--- config.mk ---
export PLATFORM = sky130hd
export DESIGN_NAME = rbp_regs
export DESIGN_NICKNAME = d
export VERILOG_FILES = /design/src/shared/rbp_pkg.sv /design/src/verilog/rbp_shadow.sv /design/src/verilog/rbp_regs.sv
export SDC_FILE = /design/constraint.sdc
export NUM_CORES = 1
export LEC_CHECK = 0
export BUFFER_PORTS_ARGS = -buffer_cell sky130_fd_sc_hd__buf_2
export CAP_MARGIN = 20
export CORE_MARGIN = 3
export CORE_UTILIZATION = 50
export CTS_CLUSTER_DIAMETER = 80
export CTS_CLUSTER_SIZE = 16
export DETAILED_ROUTE_END_ITERATION = 7
export HOLD_SLACK_MARGIN = 0.08
export PLACE_DENSITY_LB_ADDON = 0.12
export SYNTH_ARGS = -nofsm -noshare
export SYNTH_HDL_FRONTEND = slang
export SYNTH_SLANG_ARGS = --single-unit
--- constraint.sdc ---
create_clock -name clk -period 5.73 [get_ports clk]
set_input_delay 0.2865 -clock clk [delete_from_list [all_inputs] [get_ports clk]]
set_output_delay 0.2865 -clock clk [all_outputs]
set_load 0.02 [all_outputs]
--- src/shared/rbp_pkg.sv ---
// constants for the second-reference loop profile register bank
`default_nettype none
package rbp_pkg;
  // bus widths
  localparam int ADDR_W = 16; // register address width
  localparam int DATA_W = 8; // register data width
  // register byte addresses
  localparam logic [15:0] BASE_ADDR = 16'h044d; // first profile register
  localparam logic [15:0] PRIORITY_ENABLE_ADDR = 16'h044d; // priority and enable
  localparam logic [15:0] BANDWIDTH_LOW_ADDR = 16'h044e; // bandwidth bits 7:0
  localparam logic [15:0] BANDWIDTH_MID_ADDR = 16'h044f; // bandwidth bits 15:8
  localparam logic [15:0] BANDWIDTH_HIGH_FILTER_ADDR = 16'h0450; // bandwidth bit 16, filter
  localparam logic [15:0] INT_DIVIDER_LOW_ADDR = 16'h0451; // divider bits 7:0
  localparam logic [15:0] INT_DIVIDER_MID_ADDR = 16'h0452; // divider bits 15:8
  localparam logic [15:0] INT_DIVIDER_HIGH_ADDR = 16'h0453; // divider bits 17:16
  localparam logic [15:0] FRAC_NUMERATOR_LOW_ADDR = 16'h0454; // numerator bits 7:0
  localparam logic [15:0] FRAC_NUMERATOR_MID_ADDR = 16'h0455; // numerator bits 15:8
  localparam logic [15:0] FRAC_NUMERATOR_HIGH_ADDR = 16'h0456; // numerator bits 23:16
  localparam logic [15:0] FRAC_MODULUS_LOW_ADDR = 16'h0457; // modulus bits 7:0
  localparam logic [15:0] FRAC_MODULUS_MID_ADDR = 16'h0458; // modulus bits 15:8
  localparam logic [15:0] FRAC_MODULUS_HIGH_ADDR = 16'h0459; // modulus bits 23:16
  localparam logic [15:0] LAST_ADDR = 16'h0459; // last profile register
  localparam logic [15:0] STATUS_ADDR = 16'h0480; // read-only commit status
  // bank shape
  localparam int NUM_REGS = 13; // byte registers in the profile
  localparam int NUM_GROUPS = 4; // multi-byte fields committed as a whole
  localparam int GROUP_W = 24; // three bytes per group
  localparam int IDX_W = 4; // register index width
  // field positions
  localparam int ENABLE_BIT = 0; // loop may lock to the reference
  localparam int PRIO_LSB = 1; // priority low bit
  localparam int PRIO_MSB = 2; // priority high bit
  localparam int BW_W = 17; // bandwidth factor width, 0.1 Hz units
  localparam int FILTER_POS = 17; // filter select inside bandwidth group
  localparam int DIV_W = 18; // integer divider width, stored minus one
  localparam int FRAC_W = 24; // numerator and modulus width
  // group numbering
  localparam int GRP_BW = 0; // bandwidth and filter
  localparam int GRP_DIV = 1; // integer divider
  localparam int GRP_NUM = 2; // fractional numerator
  localparam int GRP_MOD = 3; // fractional modulus
  // writable bit masks
  localparam logic [7:0] MASK_PRIO = 8'h07; // priority register
  localparam logic [7:0] MASK_TOP2 = 8'h03; // two-bit top registers
  localparam logic [7:0] MASK_FULL = 8'hff; // full byte registers
  // reset values
  localparam logic [7:0] RESET_BYTE = 8'h00; // every profile register
  localparam logic [23:0] RESET_GROUP = 24'h000000; // committed fields
  localparam logic RESET_BYPASS = 1'b1; // modulus resets to zero
  // status register layout
  localparam int STAT_BYPASS_BIT = 0; // fractional divider bypassed
  localparam int STAT_PEND_LSB = 1; // per-group uncommitted bytes
endpackage : rbp_pkg
`default_nettype wire

--- src/verilog/rbp_shadow.sv ---
// committed copy of one multi-byte profile field
`default_nettype none
module rbp_shadow #(
  parameter int WIDTH = 24, // field width
  parameter logic [23:0] RESET_VALUE = 24'h000000 // value after reset
) (
  input wire logic clk, // system clock
  input wire logic rst_n, // synchronised reset, active low
  input wire logic ce, // clock enable
  input wire logic load, // commit pulse
  input wire logic [WIDTH-1:0] d, // staged field value
  output logic [WIDTH-1:0] q // value the loop sees
);
  // refuse widths the reset constant cannot cover
  if (WIDTH > 24 || WIDTH < 1) begin : g_chk
    $error("rbp_shadow width out of range");
  end

  // loop value changes only on a whole-field commit
  always_ff @(posedge clk or negedge rst_n) begin
    if (!rst_n) begin
      q <= RESET_VALUE[WIDTH-1:0];
    end else if (ce && load) begin
      q <= d;
    end
  end
endmodule : rbp_shadow
`default_nettype wire

--- src/verilog/rbp_regs.sv ---
// loop profile register bank for the second reference input
//
// Added by the designer: strobed register access.
`default_nettype none
// Operation
// - two-bit priority in bits 2:1, 00 highest
// - bit 0 enables locking, reset forbids
// - 17-bit bandwidth factor, low byte first
// - bit 1 selects high phase margin filter
// - 18-bit integer divider, stored ratio minus one
// - 24-bit fractional numerator, low byte first
// - 24-bit fractional modulus, low byte first
// - zero modulus bypasses the fractional divider
module rbp_regs #(
  parameter int ADDR_W = 16 // register address width
) (
  input wire logic clk, // system clock, 25 MHz
  input wire logic resetn, // asynchronous reset, active low
  input wire logic ce, // clock enable, freezes all state but the reset synchroniser when low
  input wire logic [ADDR_W-1:0] addr, // register byte address
  input wire logic [7:0] wr_data, // write data
  input wire logic wr_en, // write strobe, one cycle
  input wire logic rd_en, // read strobe, one cycle
  output logic [7:0] rd_data, // read data, cycle after the strobe
  output logic [1:0] ref_priority, // selection priority, 0 highest
  output logic ref_enable, // loop may lock to this reference
  output logic [16:0] loop_bandwidth, // bandwidth factor, 0.1 Hz units
  output logic high_margin_filter, // high phase margin base filter
  output logic [17:0] integer_feedback_divider, // divide ratio minus one
  output logic [23:0] fractional_numerator, // fractional numerator
  output logic [23:0] fractional_modulus, // fractional modulus
  output logic frac_bypass // fractional divider disabled
);
  // addresses above the decoder width cannot be served
  if (ADDR_W < 11 || ADDR_W > 16) begin : g_chk
    $error("rbp_regs address width must be 11 to 16 bits");
  end

  // reset release synchroniser
  logic [1:0] rst_sync_reg; // two-stage release shifter
  logic rst_n; // synchronised reset used by the bank

  // staging and decode
  logic [7:0] stage_reg [0:rbp_pkg::NUM_REGS-1]; // software-visible bytes
  logic [15:0] addr_ext; // address widened to sixteen bits
  logic in_bank; // address falls in the profile range
  logic [rbp_pkg::IDX_W-1:0] reg_idx; // register index inside the bank
  logic wr_hit; // write to a profile register
  logic rd_hit; // read from a profile register
  logic rd_stat; // read from the status register

  // commit machinery
  logic [rbp_pkg::NUM_GROUPS-1:0] commit; // top byte of a group written
  logic [rbp_pkg::NUM_GROUPS-1:0] pending_reg; // low bytes written, not yet committed
  logic [rbp_pkg::GROUP_W-1:0] load_val [0:rbp_pkg::NUM_GROUPS-1]; // whole staged field
  logic [rbp_pkg::GROUP_W-1:0] group_q [0:rbp_pkg::NUM_GROUPS-1]; // committed fields
  logic frac_bypass_reg; // modulus committed as zero
  logic [7:0] rd_data_reg; // read data flop
  logic [7:0] rd_data_next; // read data next value
  logic [7:0] status_val; // assembled status byte

  // writable mask per register, reserved bits stay zero
  function automatic logic [7:0] reg_mask(input int idx);
    logic [7:0] m;
    m = rbp_pkg::MASK_FULL;
    if (idx == 0) begin
      m = rbp_pkg::MASK_PRIO;
    end else if (idx == 3 || idx == 6) begin
      m = rbp_pkg::MASK_TOP2;
    end
    return m;
  endfunction : reg_mask

  // release reset through two flops, assert at once
  always_ff @(posedge clk or negedge resetn) begin
    if (!resetn) begin
      rst_sync_reg <= 2'h0;
    end else begin
      rst_sync_reg <= {rst_sync_reg[0], 1'b1};
    end
  end
  assign rst_n = rst_sync_reg[1];

  // address decode; bus is on our clock, no synchroniser needed
  always_comb begin
    addr_ext = 16'h0000;
    addr_ext[ADDR_W-1:0] = addr;
  end
  assign in_bank = (addr_ext >= rbp_pkg::BASE_ADDR) && (addr_ext <= rbp_pkg::LAST_ADDR);
  assign reg_idx = rbp_pkg::IDX_W'(addr_ext - rbp_pkg::BASE_ADDR);
  assign wr_hit = wr_en && in_bank;
  assign rd_hit = rd_en && in_bank;
  assign rd_stat = rd_en && (addr_ext == rbp_pkg::STATUS_ADDR);

  // staging bytes, one flop group per register
  for (genvar i = 0; i < rbp_pkg::NUM_REGS; i++) begin : g_byte
    always_ff @(posedge clk or negedge rst_n) begin
      if (!rst_n) begin
        stage_reg[i] <= rbp_pkg::RESET_BYTE; // enable off after reset
      end else if (ce && wr_hit && reg_idx == rbp_pkg::IDX_W'(i)) begin
        stage_reg[i] <= wr_data & reg_mask(i);
      end
    end
  end

  // priority and enable are single-byte, so they act directly
  always_ff @(posedge clk or negedge rst_n) begin
    if (!rst_n) begin
      ref_priority <= 2'h0;
      ref_enable <= 1'b0;
    end else if (ce && wr_hit && reg_idx == rbp_pkg::IDX_W'(0)) begin
      ref_priority <= wr_data[rbp_pkg::PRIO_MSB:rbp_pkg::PRIO_LSB];
      ref_enable <= wr_data[rbp_pkg::ENABLE_BIT];
    end
  end

  // per-group commit: writing the top byte moves the whole field to the loop
  for (genvar g = 0; g < rbp_pkg::NUM_GROUPS; g++) begin : g_group
    localparam int LO = 3 * g + 1; // low byte index
    localparam int MI = 3 * g + 2; // middle byte index
    localparam int HI = 3 * g + 3; // top byte index

    // top byte taken from the bus so the commit carries the new value
    assign commit[g] = wr_hit && (reg_idx == rbp_pkg::IDX_W'(HI));
    assign load_val[g] = {wr_data & reg_mask(HI), stage_reg[MI], stage_reg[LO]};

    // pending marks a half-written field; a commit always clears it
    always_ff @(posedge clk or negedge rst_n) begin
      if (!rst_n) begin
        pending_reg[g] <= 1'b0;
      end else if (ce) begin
        if (commit[g]) begin
          pending_reg[g] <= 1'b0;
        end else if (wr_hit && (reg_idx == rbp_pkg::IDX_W'(LO) ||
                                reg_idx == rbp_pkg::IDX_W'(MI))) begin
          pending_reg[g] <= 1'b1;
        end
      end
    end

    // committed field held apart from the staging bytes
    rbp_shadow #(
      .WIDTH(rbp_pkg::GROUP_W),
      .RESET_VALUE(rbp_pkg::RESET_GROUP)
    ) u_shadow (
      .clk(clk),
      .rst_n(rst_n),
      .ce(ce),
      .load(commit[g]),
      .d(load_val[g]),
      .q(group_q[g])
    );
  end

  // slice committed groups into the loop-facing fields
  assign loop_bandwidth = group_q[rbp_pkg::GRP_BW][rbp_pkg::BW_W-1:0];
  assign high_margin_filter = group_q[rbp_pkg::GRP_BW][rbp_pkg::FILTER_POS];
  assign integer_feedback_divider = group_q[rbp_pkg::GRP_DIV][rbp_pkg::DIV_W-1:0];
  assign fractional_numerator = group_q[rbp_pkg::GRP_NUM][rbp_pkg::FRAC_W-1:0];
  assign fractional_modulus = group_q[rbp_pkg::GRP_MOD][rbp_pkg::FRAC_W-1:0];

  // bypass follows the committed modulus, decided at the same edge
  always_ff @(posedge clk or negedge rst_n) begin
    if (!rst_n) begin
      frac_bypass_reg <= rbp_pkg::RESET_BYPASS; // modulus resets to zero
    end else if (ce && commit[rbp_pkg::GRP_MOD]) begin
      frac_bypass_reg <= (load_val[rbp_pkg::GRP_MOD] == rbp_pkg::RESET_GROUP);
    end
  end
  assign frac_bypass = frac_bypass_reg;

  // status byte: bypass plus per-group pending flags
  always_comb begin
    status_val = 8'h00;
    status_val[rbp_pkg::STAT_BYPASS_BIT] = frac_bypass_reg;
    status_val[rbp_pkg::STAT_PEND_LSB +: rbp_pkg::NUM_GROUPS] = pending_reg;
  end

  // read mux; staged bytes read back, unmapped reads return zero
  always_comb begin
    rd_data_next = 8'h00;
    if (rd_hit) begin
      rd_data_next = stage_reg[reg_idx];
    end else if (rd_stat) begin
      rd_data_next = status_val;
    end
  end

  // read data stands one cycle only, zero otherwise
  always_ff @(posedge clk or negedge rst_n) begin
    if (!rst_n) begin
      rd_data_reg <= 8'h00;
    end else if (ce) begin
      rd_data_reg <= rd_data_next;
    end
  end
  assign rd_data = rd_data_reg;

  // note: a zero bandwidth factor or one above detector rate/20 is passed
  // through unchecked; keeping it sane is software's job
endmodule : rbp_regs
`default_nettype wire

==> run metrics <==
arrival time worst endpoint=3810 ps; Post-Synthesis Cell Area=0.008369 mm2; Final WS setup=2244 ps; Rows=46; largest fanout on the critical path=29; dpl hpwl=14480 um; status=complete, no violations; Post-CTS Setup Bufs=0; Syn Area/Cell=12.98 um2; synth warn=0; Setup TNS=0 ps; Final Hold Fails=0; cell leakage power=0.005254 uW; Worst-Skew Late Latency=440 ps; Power Density=273.1 mW/mm2; final net count=791; Antenna diodes=0; CTS resizes=0; CP max stage delay=860 ps; commonest non-fill, non-tap cell in the layout=dfrtp_1; Routed WL=21030 um; Final Setup Violations=0; RSZ-0062 raised after global routing=false; post-synthesis cell type count=66; VDD IR-drop max=0.0002148 V; classification of the worst-slack hold path=in2async; number of I/O port buffers=124; data required time of the worst path=6050 ps; pin slew with the least headroom to its limit=1132 ps; Mapped Nets=679; gp weighted congestion=0.8919; antenna violations before repair=0; die height=135.4 um; Final Max Slew Viols=0; Fillers=1344; share of flip-flops with an asynchronous set or reset=100.0%; grt total ovfl=0; First-pass DRT Iterations=4; residual DRC count=0; global-route wire length before repair=32860 um; Post-Place Setup Slack=1874 ps; Worst setup EP type=flip-flop; worst-path cell chain=buf_2, inv_1, ha_1, xor2_4, nor2_1, a2111oi_2, nand3_1, mux2_2; register area share after synthesis=55.63%; synthesis-to-finish area growth=16.73%; Max clock buf depth=2; layout cell share with drive strength beyond 1=41.43%; max reg flops=84; post-placement cell count=951; ys flop type=dfrtp_1; Final Power=2668 uW; Min Hold Slack=157.9 ps; most frequent cells in the layout=dfrtp_1, mux2_2, buf_2; Initial DRC Count=416; Root Driver=clkbuf_16; initial core utilization=51.93%; Non-Filler Instances=986; Tmin final=3486 ps; Vias=5528; Worst-path clk slew=70 ps; total die area=0.01833 mm2; largest net degree at the start of global routing=84; final worst-path cycle share=60.83%; Core ar.=0.01612 mm2; I/O pin count=125; Yosys reg bits=186; htree depth=4; CTS Sinks=186; clock skew=11.86 ps; average routed wire per standard cell=21.33 um; Post-Syn Instances=645; ANT nets after route=0; Global Route Usage Sum=23.79%; Rel. slew slack=24.35%; MaxCap Viol Count=0; vias in the first global route=5579; CP Launch Type=input pin; Slowest cell on crit path=nand3_1; TritonCTS clock tree=built; max frequency=286.9 MHz; die width=135.4 um; Num CTS Buffers=17; Via-to-Cell Ratio=5.606; Setup CP Type=in2reg; EDFF count, synth=0
## cell usage after synthesis, types with 3 or more instances
master | number | share of area, %
mux2_1 | 21 | 2.8
inv_1 | 4 | 0.18
dfrtp_1 | 185 | 55
buf_2 | 12 | 0.72
a211oi_1 | 4 | 0.36
and3_1 | 3 | 0.22
a2111oi_0 | 4 | 0.42
mux4_2 | 8 | 2.2
ha_1 | 5 | 0.75
nor2b_1 | 16 | 1.2
a221oi_1 | 5 | 0.52
o21ai_0 | 7 | 0.42
nor2_1 | 9 | 0.40
and2_1 | 3 | 0.22
mux2_2 | 125 | 17
buf_4 | 4 | 0.36
buf_6 | 6 | 0.81
nand2b_1 | 5 | 0.37
nand2_1 | 102 | 4.6
a22oi_1 | 5 | 0.45
nor4_1 | 7 | 0.52
clkbuf_1 | 18 | 0.81
nand3_1 | 6 | 0.36
mux2i_1 | 11 | 1.3
nor4_4 | 3 | 0.76
a21oi_1 | 16 | 0.96
## final cells by class
cell class / instances / area, um2 / share of cell area [%]
clock buffer: 19 / 452.9 / 4.636
clock inverter: 13 / 160.2 / 1.639
inverter: 4 / 15.01 / 0.1537
multi-input combinational: 413 / 3466 / 35.48
sequential: 186 / 4659 / 47.69
tap: 216 / 270.3 / 2.766
timing repair buffer: 135 / 745.7 / 7.633
## cell families (layout without fill, tap and decap cells)
logic type | Yosys count | in the layout | synth area share [%]
flops | 186 | 186 | 55.63
simple gates | 174 | 174 | 11.23
mux | 165 | 165 | 23.11
compound gates | 65 | 65 | 5.741
buf+inv | 46 | 171 | 2.960
fa+ha+maj | 5 | 5 | 0.7475
xor+xnor | 3 | 3 | 0.5383
other cells | 1 | 1 | 0.04481
## critical path: cells and delay by family
family          cells  cell delay [ps]
fa+ha+maj           1              420
compound gates      1              300
buf+inv             2              790
mux                 1              600
xor+xnor            1              390
simple gates        2              990
## per-stage QoR
stage / util (%) / cell area, um2
6_report: 60.62 / 9769
3_5_place_dp: 56.41 / 9091
5_1_grt: 60.62 / 9769
4_1_cts: 60.28 / 9714
2_1_floorplan: - / 8369
3_3_place_gp: 56.41 / 9091
## path summary, 6_finish.rpt
path / startpoint / end / slack (ps) / depth (start not counted)
max reg2reg: stage_reg[73] / rd_data[1] / 3840 / 5
min reg2reg: rst_sync_reg[1] / load_val[62] / 160 / 0
max: addr[0] / g_group[0].u_shadow.q[10] / 2240 / 8
max in group asynchronous: rst_sync_reg[1] / g_group[3].u_shadow.q[21] / 4200 / 2
min in group clk: ce / rd_data[5] / 300 / 2
min: resetn / rst_sync_reg[1] / 160 / 2
## per-layer routing
metal | track usage [%] | wire length (um)
met5 | 0 | 0
met4 | 7.447 | 322
met1 | 34.53 | 9382
met2 | 36.95 | 10100
met3 | 4.012 | 1219
## report_power, final
part / switching (uW) / total, uW / internal (uW)
Sequential: 1.87 / 1320 / 1310
Combinational: 106 / 144 / 37.8
Clock: 530 / 1210 / 679
## what timing repair did
action                     in CTS  in global routing
hold endpoints to repair        2                  0
hold buffers                    1                  0
setup endpoints to repair       0                  0
(Power assumes the default switching activity.)
